**config.mk**
```make
export PLATFORM = sky130hd
export DESIGN_NAME = scdf_top
export DESIGN_NICKNAME = d
export VERILOG_FILES = /design/src/scdf_pkg.sv /design/src/scdf_hdr_if.sv /design/src/scdf_top.sv /design/src/scdf_hdr.sv
export VERILOG_INCLUDE_DIRS = /design/src
export SDC_FILE = /design/constraint.sdc
export NUM_CORES = 2
export LEC_CHECK = 0
export BUFFER_PORTS_ARGS = -buffer_cell sky130_fd_sc_hd__buf_2
export CORE_ASPECT_RATIO = 1.25
export CORE_MARGIN = 2
export CORE_UTILIZATION = 40
export CTS_CLUSTER_DIAMETER = 60
export DETAILED_ROUTE_END_ITERATION = 6
export SYNTH_ARGS = -nofsm -noshare
export SYNTH_HDL_FRONTEND = slang
export SYNTH_SLANG_ARGS = --single-unit
```
**constraint.sdc**
```tcl
create_clock -name CLK -period 5 [get_ports CLK]
set_input_delay 0.75 -clock CLK [delete_from_list [all_inputs] [get_ports CLK]]
set_output_delay 0.75 -clock CLK [all_outputs]
set_load 0.03 [all_outputs]
```
**src/scdf_defines.svh**
```systemverilog
// Constants for the secondary-bus command decoder and its configuration header sets.
// What this block does
// (RL1) Type 0 configuration write: never claim, never forward.
// (RL2) Type 1 write, not special request: leave unclaimed.
// (RL3) Special request means device 1Fh, function 7h.
// (RL4) Request to primary bus: claim, issue Special Cycle.
// (RL5) Bus outside primary and range: claim, forward Type 1.
// (RL6) Bus inside secondary-subordinate range: ignore request.
// (RL7) Two header sets, selected by function number.
// (RL8) Each set offers a 64-byte standard header.
// (RL9) Set one serves bus one, set two bus two.
// (RL10) Primary interface settings live only in set one.
// (RL11) Special Cycle command on secondary: neither claim nor forward.
// (RL12) Burst memory commands use plain memory read windows.
// (RL13) Accept dual address cycles, decode 64-bit address.
`ifndef SCDF_DEFINES_SVH
`define SCDF_DEFINES_SVH
// Bus command codes.
`define SCDF_CMD_SPECIAL 4'h1
`define SCDF_CMD_MEM_RD 4'h6
`define SCDF_CMD_MEM_WR 4'h7
`define SCDF_CMD_CFG_RD 4'ha
`define SCDF_CMD_CFG_WR 4'hb
`define SCDF_CMD_MEM_RDM 4'hc
`define SCDF_CMD_DAC 4'hd
`define SCDF_CMD_MEM_RDL 4'he
`define SCDF_CMD_MEM_WI 4'hf
// Configuration address fields of a Type 1 access.
`define SCDF_CFG_TYPE1 2'h1
`define SCDF_SPC_DEV 5'h1f
`define SCDF_SPC_FUNC 3'h7
// Header dword indices; the header is 16 dwords, 64 bytes.
`define SCDF_HDR_DWORDS 16
`define SCDF_IDX_ID 4'h0
`define SCDF_IDX_CLASS 4'h2
`define SCDF_IDX_MISC 4'h3
`define SCDF_IDX_BUS 4'h6
`define SCDF_IDX_MEM 4'h8
`define SCDF_IDX_PF 4'h9
`define SCDF_IDX_PFU_BASE 4'ha
`define SCDF_IDX_PFU_LIM 4'hb
// Writable bit masks per header dword.
`define SCDF_WM_MISC 32'h0000ffff
`define SCDF_WM_BUS 32'hffffffff
`define SCDF_WM_WIN 32'hfff0fff0
`define SCDF_WM_FULL 32'hffffffff
// Primary-interface fields that only the first set keeps.
`define SCDF_PRI_MISC 32'h0000ff00
`define SCDF_PRI_BUS 32'h000000ff
// Header type reset value and read data of absent functions.
`define SCDF_HDR_TYPE 8'h01
`define SCDF_NO_FUNC 32'hffffffff
// Decision kinds.
`define SCDF_KIND_NONE 3'h0
`define SCDF_KIND_SPECIAL 3'h1
`define SCDF_KIND_TYPE1 3'h2
`define SCDF_KIND_MEM 3'h3
`endif

```
**src/scdf_pkg.sv**
```systemverilog
// Types shared by the secondary-bus command decoder modules.
package scdf_pkg;
  // Address phase tracking; a dual address cycle takes two phases.
  typedef enum logic [0:0] {SCDF_IDLE, SCDF_DAC_HI} scdf_state_t;
  // All state of the decoder top.
  typedef struct packed {
    scdf_state_t st;
    logic [31:0] dac_lo;
    logic dac_port;
    logic dec_vld;
    logic dec_claim;
    logic [2:0] dec_kind;
    logic [3:0] dec_cmd;
    logic [63:0] dec_addr;
    logic dec_dac;
    logic dec_port;
    logic [31:0] cfg_rdata;
    logic cfg_rvld;
  } scdf_top_t;
  // All state of one configuration header set.
  typedef struct packed {
    logic [15:0][31:0] dw;
  } scdf_hdr_t;
endpackage

```
**src/scdf_hdr_if.sv**
```systemverilog
// Interface between the decoder top and one configuration header set.
`timescale 1ns/1ps
interface scdf_hdr_if;
  logic wr; // Write strobe for this set.
  logic [3:0] idx; // Dword index within the header.
  logic [3:0] be; // Byte enables, active high.
  logic [31:0] wdata; // Write data.
  logic [31:0] rdata; // Read data of the indexed dword.
  logic [31:0] bus_dw; // Bus number dword.
  logic [31:0] mem_dw; // Memory window dword.
  logic [31:0] pf_dw; // Prefetchable window dword.
  logic [31:0] pfu_base; // Upper 32 bits of prefetchable base.
  logic [31:0] pfu_lim; // Upper 32 bits of prefetchable limit.
  modport owner(input wr, idx, be, wdata, output rdata, bus_dw, mem_dw, pf_dw, pfu_base, pfu_lim);
  modport user(output wr, idx, be, wdata, input rdata, bus_dw, mem_dw, pf_dw, pfu_base, pfu_lim);
endinterface

```
**src/scdf_top.sv**
```systemverilog
// Secondary-bus command decoder and upstream forwarding decision of a three-port bridge.
`timescale 1ns/1ps
`include "scdf_defines.svh"
// One decision per secondary address
// phase, except the low half of a dual
// cycle: claim or not, and what to
// issue upstream.
// The header sets sit behind a separate
// configuration port.
// One register stage costs a cycle of
// latency but keeps the wide compares
// away from the pins.
// All pins are synchronous to CLK.
module scdf_top import scdf_pkg::*; #(
  parameter logic [15:0] VENDOR_ID = 16'h0001, // Arbitrary value.
  parameter logic [15:0] DEVICE_ID = 16'h0002 // Arbitrary value.
) (
  input wire logic CLK,
  input wire logic SYS_RST,
  input wire logic S_ADDR_VLD,
  input wire logic S_PORT,
  input wire logic [3:0] S_CMD,
  input wire logic [31:0] S_AD,
  input wire logic CFG_WR,
  input wire logic CFG_RD,
  input wire logic [2:0] CFG_FUNC,
  input wire logic [3:0] CFG_IDX,
  input wire logic [3:0] CFG_BE,
  input wire logic [31:0] CFG_WDATA,
  output logic [31:0] CFG_RDATA,
  output logic CFG_RVLD,
  output logic DEC_VLD,
  output logic DEC_CLAIM,
  output logic [2:0] DEC_KIND,
  output logic [3:0] DEC_CMD,
  output logic [63:0] DEC_ADDR,
  output logic DEC_DAC,
  output logic DEC_PORT
);
  scdf_top_t s_r; // Registered decoder state.
  scdf_top_t s_nxt; // Next decoder state.

  // One interface per header set; set one faces secondary bus one.
  // Set two faces secondary bus two.
  // The sets differ only in which
  // primary fields software may write.
  scdf_hdr_if hif1();
  scdf_hdr_if hif2();

  // Function number selects the header set.
  // Function zero is set one, one is set two.
  logic sel1; // Access aimed at set one.
  logic sel2; // Access aimed at set two.
  assign sel1 = (CFG_FUNC == 3'h0); // RL7
  assign sel2 = (CFG_FUNC == 3'h1); // RL7
  // Higher function numbers reach no set.

  // Configuration port fan-out to both sets; only the selected one writes.
  // Index and data reach both sets; a set
  // without the strobe ignores them.
  assign hif1.wr = CFG_WR && sel1;
  assign hif1.idx = CFG_IDX;
  assign hif1.be = CFG_BE;
  assign hif1.wdata = CFG_WDATA;

  assign hif2.wr = CFG_WR && sel2;
  assign hif2.idx = CFG_IDX;
  assign hif2.be = CFG_BE;
  assign hif2.wdata = CFG_WDATA;

  // First header set, which also holds the primary-interface settings.
  // Its bus word holds the primary bus.
  scdf_hdr #(
    .IS_FIRST(1'b1),
    .VENDOR_ID(VENDOR_ID),
    .DEVICE_ID(DEVICE_ID)
  ) u_hdr1 (
    .clk(CLK),
    .rst(SYS_RST),
    .hif(hif1)
  );

  // Second header set, for secondary bus two.
  // Its primary fields always read zero.
  scdf_hdr #(
    .IS_FIRST(1'b0),
    .VENDOR_ID(VENDOR_ID),
    .DEVICE_ID(DEVICE_ID)
  ) u_hdr2 (
    .clk(CLK),
    .rst(SYS_RST),
    .hif(hif2)
  );

  // Bus numbers used by the decision.
  // All follow the requesting port except
  // the primary bus number.
  logic [7:0] pri_bus; // Primary bus number, kept in set one only.
  logic [7:0] sec_bus; // Secondary bus number of the requesting port.
  logic [7:0] sub_bus; // Subordinate bus number of the requesting port.
  logic [31:0] mem_dw; // Memory window of the requesting port.
  logic [31:0] pf_dw; // Prefetchable window of the requesting port.
  logic [31:0] pfu_base; // Prefetchable base, upper half.
  logic [31:0] pfu_lim; // Prefetchable limit, upper half.
  logic port_now; // Port of the address phase being decided.

  // The port of a dual address cycle is the one that opened it.
  // The high half may show other port
  // lines, so the first half's port counts.
  assign port_now = (s_r.st == SCDF_DAC_HI) ? s_r.dac_port : S_PORT;

  // Pick the header set that serves the requesting secondary bus.
  // Set two keeps zero as its primary bus
  // and is never asked for it.
  always_comb begin
    pri_bus = hif1.bus_dw[7:0]; // RL10

    if (port_now) begin
      sec_bus = hif2.bus_dw[15:8]; // RL9
      sub_bus = hif2.bus_dw[23:16];
      mem_dw = hif2.mem_dw;
      pf_dw = hif2.pf_dw;
      pfu_base = hif2.pfu_base;
      pfu_lim = hif2.pfu_lim;
    end else begin
      sec_bus = hif1.bus_dw[15:8]; // RL9
      sub_bus = hif1.bus_dw[23:16];
      mem_dw = hif1.mem_dw;
      pf_dw = hif1.pf_dw;
      pfu_base = hif1.pfu_base;
      pfu_lim = hif1.pfu_lim;
    end
  end

  // Memory window test; an address inside either window belongs downstream.
  // The plain window covers the low 4 GB;
  // the prefetchable one spans 64 bits.
  // Both compare at 1 MB granularity.
  // A base above its limit matches nothing,
  // which is how software turns a window off.
  function automatic logic in_window(input logic [63:0] a, input logic [31:0] mw, input logic [31:0] pw,
                                     input logic [31:0] pub, input logic [31:0] pul);
    logic in_mem;
    logic in_pf;
    logic [43:0] a44;

    in_mem = (a[63:32] == 32'h00000000) && (a[31:20] >= mw[15:4]) && (a[31:20] <= mw[31:20]);
    a44 = {a[63:32], a[31:20]};
    in_pf = (a44 >= {pub, pw[15:4]}) && (a44 <= {pul, pw[31:20]});
    return in_mem || in_pf;
  endfunction

  // Type 1 configuration address fields of the current phase.
  // Bus in 23:16, device in 15:11,
  // function in 10:8, type in 1:0.
  logic is_type1; // Address bits mark a Type 1 access.
  logic is_spc_req; // Type 1 write that asks for a special cycle.
  logic [7:0] tgt_bus; // Target bus number of a Type 1 access.
  logic in_range; // Target bus lies between secondary and subordinate.
  logic [63:0] addr_now; // Full address of the phase being decided.
  logic dac_now; // Phase is the second half of a dual address cycle.

  // Address fields; a dual cycle joins its two halves into 64 bits.
  // The Type 1 terms also form on a high
  // half, but the decision ignores them.
  always_comb begin
    dac_now = (s_r.st == SCDF_DAC_HI);
    addr_now = dac_now ? {S_AD, s_r.dac_lo} : {32'h00000000, S_AD}; // RL13
    is_type1 = (S_AD[1:0] == `SCDF_CFG_TYPE1);
    is_spc_req = is_type1 && (S_AD[15:11] == `SCDF_SPC_DEV) && (S_AD[10:8] == `SCDF_SPC_FUNC); // RL3
    tgt_bus = S_AD[23:16];

    // Both range ends are inclusive.
    in_range = (tgt_bus >= sec_bus) && (tgt_bus <= sub_bus);
  end

  // Decision for one address phase; the outcome is held until the next phase.
  // Pulses fall every cycle; other fields
  // hold until a new phase or read.
  // Reset clears everything at once.
  // Only this process writes s_nxt.
  always_comb begin
    s_nxt = s_r;
    s_nxt.dec_vld = 1'b0;
    s_nxt.cfg_rvld = 1'b0;

    if (SYS_RST) begin
      s_nxt = '0;
      s_nxt.st = SCDF_IDLE;
    end else begin
      // Configuration read of the selected header set.
      // Data is taken before a write of the
      // same cycle lands: the old value.
      if (CFG_RD) begin
        s_nxt.cfg_rvld = 1'b1;
        if (sel1) begin
          s_nxt.cfg_rdata = hif1.rdata; // RL7
        end else if (sel2) begin
          s_nxt.cfg_rdata = hif2.rdata; // RL7
        end else begin
          // No header set behind other function numbers; read as all ones.
          s_nxt.cfg_rdata = `SCDF_NO_FUNC;
        end
      end

      // The low half of a dual cycle only
      // arms the state; the high half decides.
      if (S_ADDR_VLD) begin
        unique case (s_r.st)
          SCDF_IDLE: begin
            if (S_CMD == `SCDF_CMD_DAC) begin
              // Hold the low half; the real command follows in the next phase.
              // The port is kept for the high half.
              s_nxt.st = SCDF_DAC_HI; // RL13
              s_nxt.dac_lo = S_AD;
              s_nxt.dac_port = S_PORT;
            end
          end
          SCDF_DAC_HI: begin
            // The high half always ends the cycle.
            s_nxt.st = SCDF_IDLE;
          end
        endcase
        // A decision is reported for every phase except the first DAC half.
        // Fields start from the ignore outcome.
        if (!(s_r.st == SCDF_IDLE && S_CMD == `SCDF_CMD_DAC)) begin
          s_nxt.dec_vld = 1'b1;
          s_nxt.dec_claim = 1'b0;
          s_nxt.dec_kind = `SCDF_KIND_NONE;
          s_nxt.dec_cmd = S_CMD;
          s_nxt.dec_addr = addr_now;
          s_nxt.dec_dac = dac_now;
          s_nxt.dec_port = port_now;

          // Unlisted codes take the default.
          unique case (S_CMD)
            `SCDF_CMD_MEM_RD, `SCDF_CMD_MEM_WR, `SCDF_CMD_MEM_RDM, `SCDF_CMD_MEM_RDL, `SCDF_CMD_MEM_WI: begin
              // All memory variants share one window test.
              // Outside both windows of its port,
              // an access is sent upstream.
              // Inside, it stays below the bridge.
              if (!in_window(addr_now, mem_dw, pf_dw, pfu_base, pfu_lim)) begin // RL12
                s_nxt.dec_claim = 1'b1;
                s_nxt.dec_kind = `SCDF_KIND_MEM; // RL12
              end
            end
            `SCDF_CMD_CFG_WR: begin
              // Configuration writes cannot ride a dual cycle; such a phase is ignored.
              // The primary test comes first: the
              // primary bus may be in range too.
              if (dac_now || !is_type1) begin
                s_nxt.dec_claim = 1'b0; // RL1
              end else if (!is_spc_req) begin
                s_nxt.dec_claim = 1'b0; // RL2
              end else if (tgt_bus == pri_bus) begin
                s_nxt.dec_claim = 1'b1; // RL4
                s_nxt.dec_kind = `SCDF_KIND_SPECIAL;
                // Upstream it becomes a special cycle.
                s_nxt.dec_cmd = `SCDF_CMD_SPECIAL; // RL4
              end else if (!in_range) begin
                // Command and address pass unchanged.
                s_nxt.dec_claim = 1'b1; // RL5
                s_nxt.dec_kind = `SCDF_KIND_TYPE1; // RL5
              end else begin
                s_nxt.dec_claim = 1'b0; // RL6
              end
            end
            `SCDF_CMD_SPECIAL: begin
              // Special cycles stay on the bus that carries them.
              // No other bus wants a local broadcast.
              s_nxt.dec_claim = 1'b0; // RL11
            end
            default: begin
              // Configuration reads and commands outside this block's scope are ignored.
              // I/O and reserved codes land here.
              s_nxt.dec_claim = 1'b0;
            end
          endcase
        end
      end
    end
  end

  // State register; every output is a bit of it.
  // Reset lives in the next-state logic,
  // so this stays a plain register.
  always_ff @(posedge CLK) begin
    s_r <= s_nxt;
  end

  // Outputs straight from the state register.
  // No logic sits between flop and pin.
  assign CFG_RDATA = s_r.cfg_rdata;
  assign CFG_RVLD = s_r.cfg_rvld;

  // Decision outputs.
  assign DEC_VLD = s_r.dec_vld;
  assign DEC_CLAIM = s_r.dec_claim;
  assign DEC_KIND = s_r.dec_kind;
  assign DEC_CMD = s_r.dec_cmd;
  assign DEC_ADDR = s_r.dec_addr;
  assign DEC_DAC = s_r.dec_dac;
  assign DEC_PORT = s_r.dec_port;
endmodule

```
**src/scdf_hdr.sv**
```systemverilog
// One 64-byte configuration header set of the bridge.
`timescale 1ns/1ps
`include "scdf_defines.svh"
module scdf_hdr import scdf_pkg::*; #(
  parameter bit IS_FIRST = 1'b1,
  parameter logic [15:0] VENDOR_ID = 16'h0001, // Arbitrary value.
  parameter logic [15:0] DEVICE_ID = 16'h0002, // Arbitrary value.
  parameter logic [31:0] CLASS_REV = 32'h06040000
) (
  input wire logic clk,
  input wire logic rst,
  scdf_hdr_if.owner hif
);
  scdf_hdr_t s_r; // Registered header state.
  scdf_hdr_t s_nxt; // Next header state.
  logic [31:0] wm; // Writable mask of the indexed dword.

  // Writable mask; the second set drops the primary-interface fields.
  always_comb begin
    unique case (hif.idx)
      `SCDF_IDX_MISC: wm = IS_FIRST ? `SCDF_WM_MISC : (`SCDF_WM_MISC & ~`SCDF_PRI_MISC); // RL10
      `SCDF_IDX_BUS: wm = IS_FIRST ? `SCDF_WM_BUS : (`SCDF_WM_BUS & ~`SCDF_PRI_BUS); // RL10
      `SCDF_IDX_MEM, `SCDF_IDX_PF: wm = `SCDF_WM_WIN;
      `SCDF_IDX_PFU_BASE, `SCDF_IDX_PFU_LIM: wm = `SCDF_WM_FULL;
      default: wm = 32'h00000000;
    endcase
  end

  // Byte-lane write under mask; read-only words keep their reset contents.
  always_comb begin
    s_nxt = s_r;
    if (rst) begin
      s_nxt.dw = '0;
      s_nxt.dw[`SCDF_IDX_ID] = {DEVICE_ID, VENDOR_ID};
      s_nxt.dw[`SCDF_IDX_CLASS] = CLASS_REV;
      s_nxt.dw[`SCDF_IDX_MISC][23:16] = `SCDF_HDR_TYPE;
    end else if (hif.wr) begin
      for (int b = 0; b < 4; b++) begin
        if (hif.be[b]) begin
          s_nxt.dw[hif.idx][b*8 +: 8] = (s_r.dw[hif.idx][b*8 +: 8] & ~wm[b*8 +: 8]) |
                                         (hif.wdata[b*8 +: 8] & wm[b*8 +: 8]); // RL8
        end
      end
    end
  end

  // State register.
  always_ff @(posedge clk) begin
    s_r <= s_nxt;
  end

  // Fields exported to the decoder and the read path.
  assign hif.rdata = s_r.dw[hif.idx];
  assign hif.bus_dw = s_r.dw[`SCDF_IDX_BUS];
  assign hif.mem_dw = s_r.dw[`SCDF_IDX_MEM];
  assign hif.pf_dw = s_r.dw[`SCDF_IDX_PF];
  assign hif.pfu_base = s_r.dw[`SCDF_IDX_PFU_BASE];
  assign hif.pfu_lim = s_r.dw[`SCDF_IDX_PFU_LIM];
endmodule

```
* Yosys cells after proc, flatten, opt, wreduce, memory -nomap -nowiden
Index checks and enable logic that the tools add are counted.
Operators by class: order comparisons 8, equality and inequality tests 18, multiplexer cells 68, bitwise gates (word level) 35, reductions and logical operators 22
Operators with widths (count):
- $mux W512 | 20
- $bwmux W512 | 8
- $demux W32 S4 | 4
- $mux W32 | 9
- $bmux W32 S4 | 2
- $and A8 B8 Y8 | 16
- $pmux W32 S4 | 1
- $pmux W32 S3 | 1
- $mux W75 | 1
- $mux W64 | 1
- $not A8 Y8 | 8
- $or A8 B8 Y8 | 8
- $ge A44 B44 Y1 | 1
- $le A44 B44 Y1 | 1
- $eq A4 B4 Y1 const B | 9
- $mux W34 | 1
- $logic_not A32 Y1 | 1
- $mux W24 | 1
- $mux W8 | 3
- $mux W16 | 1
- $mux W4 | 4
- $mux W7 | 2
- $eq A4 B3 Y1 const B | 3
- $ge A12 B12 Y1 | 1
- other kinds (25) | 44
Word-level totals: register bits after elaboration 1166, bits of input ports 85, output and inout bits 108, logic and storage cells 195

* Logic depth before layout (Yosys ltp)
word-level depth 20, mapped depth 14, mapped depth without buffers 11

* Cells and area by module
From an unflattened synthesis, not the netlist that was laid out.
Unflattened totals: cell total of the unflattened synthesis 4900, area total of the unflattened synthesis 51762.1 µm²
Modules (own cells, without submodules):
- scdf_hdr (u_hdr1) | instances 1, cells an instance 1829, area each 20568.5 µm², seq. area each 10249.8 µm²
- scdf_hdr (u_hdr2) | instances 1, cells an instance 1797, area each 20497.2 µm², seq. area each 10249.8 µm²
- scdf_top | instances 1, cells an instance 1274, area each 10696.5 µm², seq. area each 2822.7 µm²

* Worst setup path after synthesis
No wires, ideal clock.
path type input port to flip-flop, start point input port S_PORT, end point register s_r, in the netlist DEC_KIND[1], setup time 0.142 ns, arrival time 3.805 ns, data required time 4.858 ns, slack 1.053 ns, stages 13, path buffers 2, path through mux2i_1 clkbuf_1 clkbuf_1 mux2i_1 ha_1 nand4_1 or4_1 nor4_1 a2111oi_0 a2111oi_0 o22ai_1 o2111ai_2 a311oi_1
On the way: word-level cells in the longest chain between the ends 9, elaborated cells on any way between the ends 24, classes of those cells order compare (6); mux (13); reduce/logical (5)
RTL lines:
- start: declaration | line scdf_top.sv:21 | input wire logic S_PORT,
- $mux W1 * | line scdf_top.sv:110 | assign port_now = (s_r.st == SCDF_DAC_HI) ? s_r.dac_port : S_PORT;
- branches (longest 7 deep; another with $ge A44 B44 Y1)
- $pmux W3 S2 * | line scdf_top.sv:236 | unique case (S_CMD)
- end signal: assignment | line scdf_top.sv:288 | s_r <= s_nxt;
- end: declaration | line scdf_top.sv:40 | scdf_top_t s_r;
Every way passes the cells marked *. A chain may end at the register's enable or synchronous reset.

* Final worst setup path
start point register s_r, in the netlist dac_now, end point register s_r, in the netlist DEC_KIND[1]
On the way: word-level cells in the longest chain between the ends 9, elaborated cells on any way between the ends 31, classes of those cells order compare (6); mux (14); bitwise (2); reduce/logical (9)
RTL lines:
- branches (longest 9 deep; another with $ge A44 B44 Y1)
Several ways; the timed one is not identified.

==> metrics.txt <==
total wire length 130 mm; Area contributors post-synth dfxtp_1 48%, mux4_2 14%, nor2b_1 9.3%; total negative slack 0 ns; post-synthesis mux area share 0.210; row cnt 143; CTS Sinks 1165; Layout Nets 4575; GR Util All Layers 0.206; Die Ht 394 microns; area share of xor/xnor cells in the synthesized design 0.00144; Fill cells 11100; Max Cap Viol 0; Via density 5.28; DP Cell Count 5845; critical path required time 5.59 ns; Routed met1 length 58.4 mm; vias 31900; post-route minimum period 4.28 ns; layout cells sized above 1 0.195; post-CTS setup buffers 0; Crit. End Element flip-flop; post-synthesis simple-gate area fraction 0.163; post-CTS resize count 0; Longest Clk Path Bufs 3; Synth Area in Adders 0.0329; Hold Vio Cnt, Final 0; Top FF cell, synth dfxtp_1; EDFF count, synth 0; period utilization 0.857; Yosys top cell area share 0.479; port bufs 191; DPL Wire Length 89.5 mm; Mean Syn Cell Area 11.1 sq um; vias in the first global route 31200; largest area contributor in the netlist dfxtp_1; crit path launch type flip-flop; Slew Viols, Final 0; Least-Margin Pin Slew 1.17 ns; DRC errors left 0; CP arrival 4.87 ns; Clock Tree Root clkbuf_16; met2 WL 59.5 mm; Routed met3 length 7.59 mm; Worst-path clk slew 0.06 ns; num ports 193; fmax 233 MHz; Synth Register Bits 1165; CTS tree built; Tot Pwr 19.7 mW; Worst Skew 0.0207 ns; Mapped Cells 4372; Initial Util 0.402; total gr overflow 0; register area 23300 sq um; chip width 316 microns; async set or reset register ratio after synthesis 0; Mapped Nets 4585; leakage 20.2 nW; unrepaired setup endpoints after global routing no; Die Area 124000 sq um; Highest Signal Layer met5; fin cells 6054; first-pass iteration count of the detailed router 5; gpl congestion 0.925; wire length per cell 21.5 microns; Core Footprint 121000 sq um; largest family of logic cells by synthesized area multiplexers; peak supply drop 242 uV; outcome finished clean; antenna violations before repair 10; Max-slew headroom 0.220; Netlist cell types 60; Routed Antenna Nets 0; H-tree depth 3; mapped cell area 48700 sq um; Num CTS Buffers 110; compound-gate portion of the synthesized area 0.0689; worst hold path type primary input to flip-flop; Layout area overhead 11.9%; largest net degree at the start of global routing 138; CP Max Fanout 41; Syn. warnings 0; # setup viols final 0; global-route wire length before repair 198 mm; worst skew pair latency 0.72 ns; Seq/Total Area, Yosys 0.479; PwrDens 362 nW/um^2; Initial DRC Count 2512; kind of critical path flip-flop to flip-flop; area of the multi-input gates 23200 sq um; cts hold-fix bufs 0
per-stage QoR:
stage / setup WS (ns) / hold WS, ns / instance area (sq um) / util
after detailed placement: 0.380 / 0.424 / 50400 / 0.416
after floorplan: 1.05 / 0.411 / 48700 / -
after CTS: 0.795 / 0.259 / 54400 / 0.449
final: 0.716 / 0.295 / 54500 / 0.450
after global routing: 0.483 / 0.291 / 54400 / 0.449
after global placement: 0.489 / 0.422 / 50400 / 0.416
area by class of cell:
type	instances	share of cell area
sequential	1165	0.428
multi-input combinational	2799	0.426
clock buffer	148	0.0580
tap	1595	0.0367
timing repair buffer	281	0.0345
clock inverter	58	0.0158
inverter	5	0.000345
antenna	3	0.000138
worst max-delay path, stage by stage, from the launching register on:
cell,delay [ns]
dfxtp_2,0.38
mux2i_4,0.53
buf_12,0.35
mux2i_1,0.14
ha_1,0.33
nand4_1,0.12
or4_1,0.60
nor4_1,0.35
a2111oi_0,0.12
a2111oi_0,0.65
o22ai_1,0.23
o2111ai_2,0.15
a311oi_1,0.13
report_power, final:
group | internal, mW | switching [mW]
Combinational | 0.368 | 0.810
Sequential | 9.33 | 0.0302
Clock | 5.39 | 3.77
Total | 15.1 | 4.61
Yosys cell counts (6+ instances only):
library cell	n
nor4_1	13
nor2_2	12
or2_2	15
mux2i_1	283
a21oi_2	11
nand3_1	29
a21oi_1	195
clkbuf_1	198
o221ai_1	25
mux4_2	305
nor3_1	10
and2_1	34
mux2i_2	8
buf_1	23
dfxtp_1	1165
nand2b_1	8
xor2_1	8
buf_6	10
nand4_1	29
a2111oi_0	6
nor2_1	363
a21o_1	13
ha_1	128
mux2_2	35
a211oi_1	197
nand2_1	260
nor2b_1	725
a22o_1	7
o21ai_0	28
buf_4	133
buf_2	39
cells in the final DEF (no fill, tap or decap), types with 19 or more instances in the layout:
cell type and instances:
dfxtp_1 1164, nor2b_1 723, nor2_1 363, mux4_2 305, mux2i_1 282, nand2_1 260
a211oi_1 197, a21oi_1 195, buf_2 186, ha_1 128, clkbuf_16 111, buf_4 75
mux2_2 35, and2_1 34, nand3_1 29, nand4_1 29, o21ai_0 28, o221ai_1 25
clkbuf_8 24, clkinv_2 19
routing by layer:
| metal | global-route usage | vias up |
|---|---|---|
| li1 | - | 15300 |
| met1 | 0.283 | 15500 |
| met2 | 0.326 | 874 |
| met3 | 0.0358 | 235 |
| met4 | 0.0764 | 8 |
| met5 | 0 | - |
registers in the layout, summed over array words and instances, names as in the netlist, 2 cells and up:
signal	count
u_hdr1.hif.pfu_lim	32
s_r	33
DEC_KIND	2
u_hdr2.hif.bus_dw	32
u_hdr1.hif.pfu_base	32
u_hdr1.hif.pf_dw	32
u_hdr1.hif.bus_dw	32
DEC_CMD	4
u_hdr2.s_r	352
u_hdr1.hif.mem_dw	32
DEC_ADDR	64
u_hdr1.s_r	352
u_hdr2.hif.mem_dw	32
u_hdr2.hif.pfu_lim	32
u_hdr2.hif.pfu_base	32
CFG_RDATA	32
u_hdr2.hif.pf_dw	32
worst paths after layout:
path,slack [ns],start,to,cells after the start
worst max-delay path,0.72,dac_now,DEC_KIND[1],12
worst max register to register,0.72,dac_now,DEC_KIND[1],12
worst min-delay path,0.30,S_AD[24],s_r[133],3
worst min register to register,0.44,u_hdr1.s_r[112],u_hdr1.s_r[112],1
cells by family (layout without fill, tap and decap cells):
| logic type | Yosys count | count (layout) |
|---|---|---|
| muxes | 631 | 631 |
| DFF | 1165 | 1165 |
| other | 1 | 4 |
| and+or+nand+nor | 1521 | 1521 |
| AOI/OAI and AO/OA | 510 | 510 |
| buffers and inverters | 408 | 492 |
| adders and majority gates | 128 | 128 |
| xor gates and xnor gates | 8 | 8 |
No activity file was read; power rests on OpenSTA's default activity.
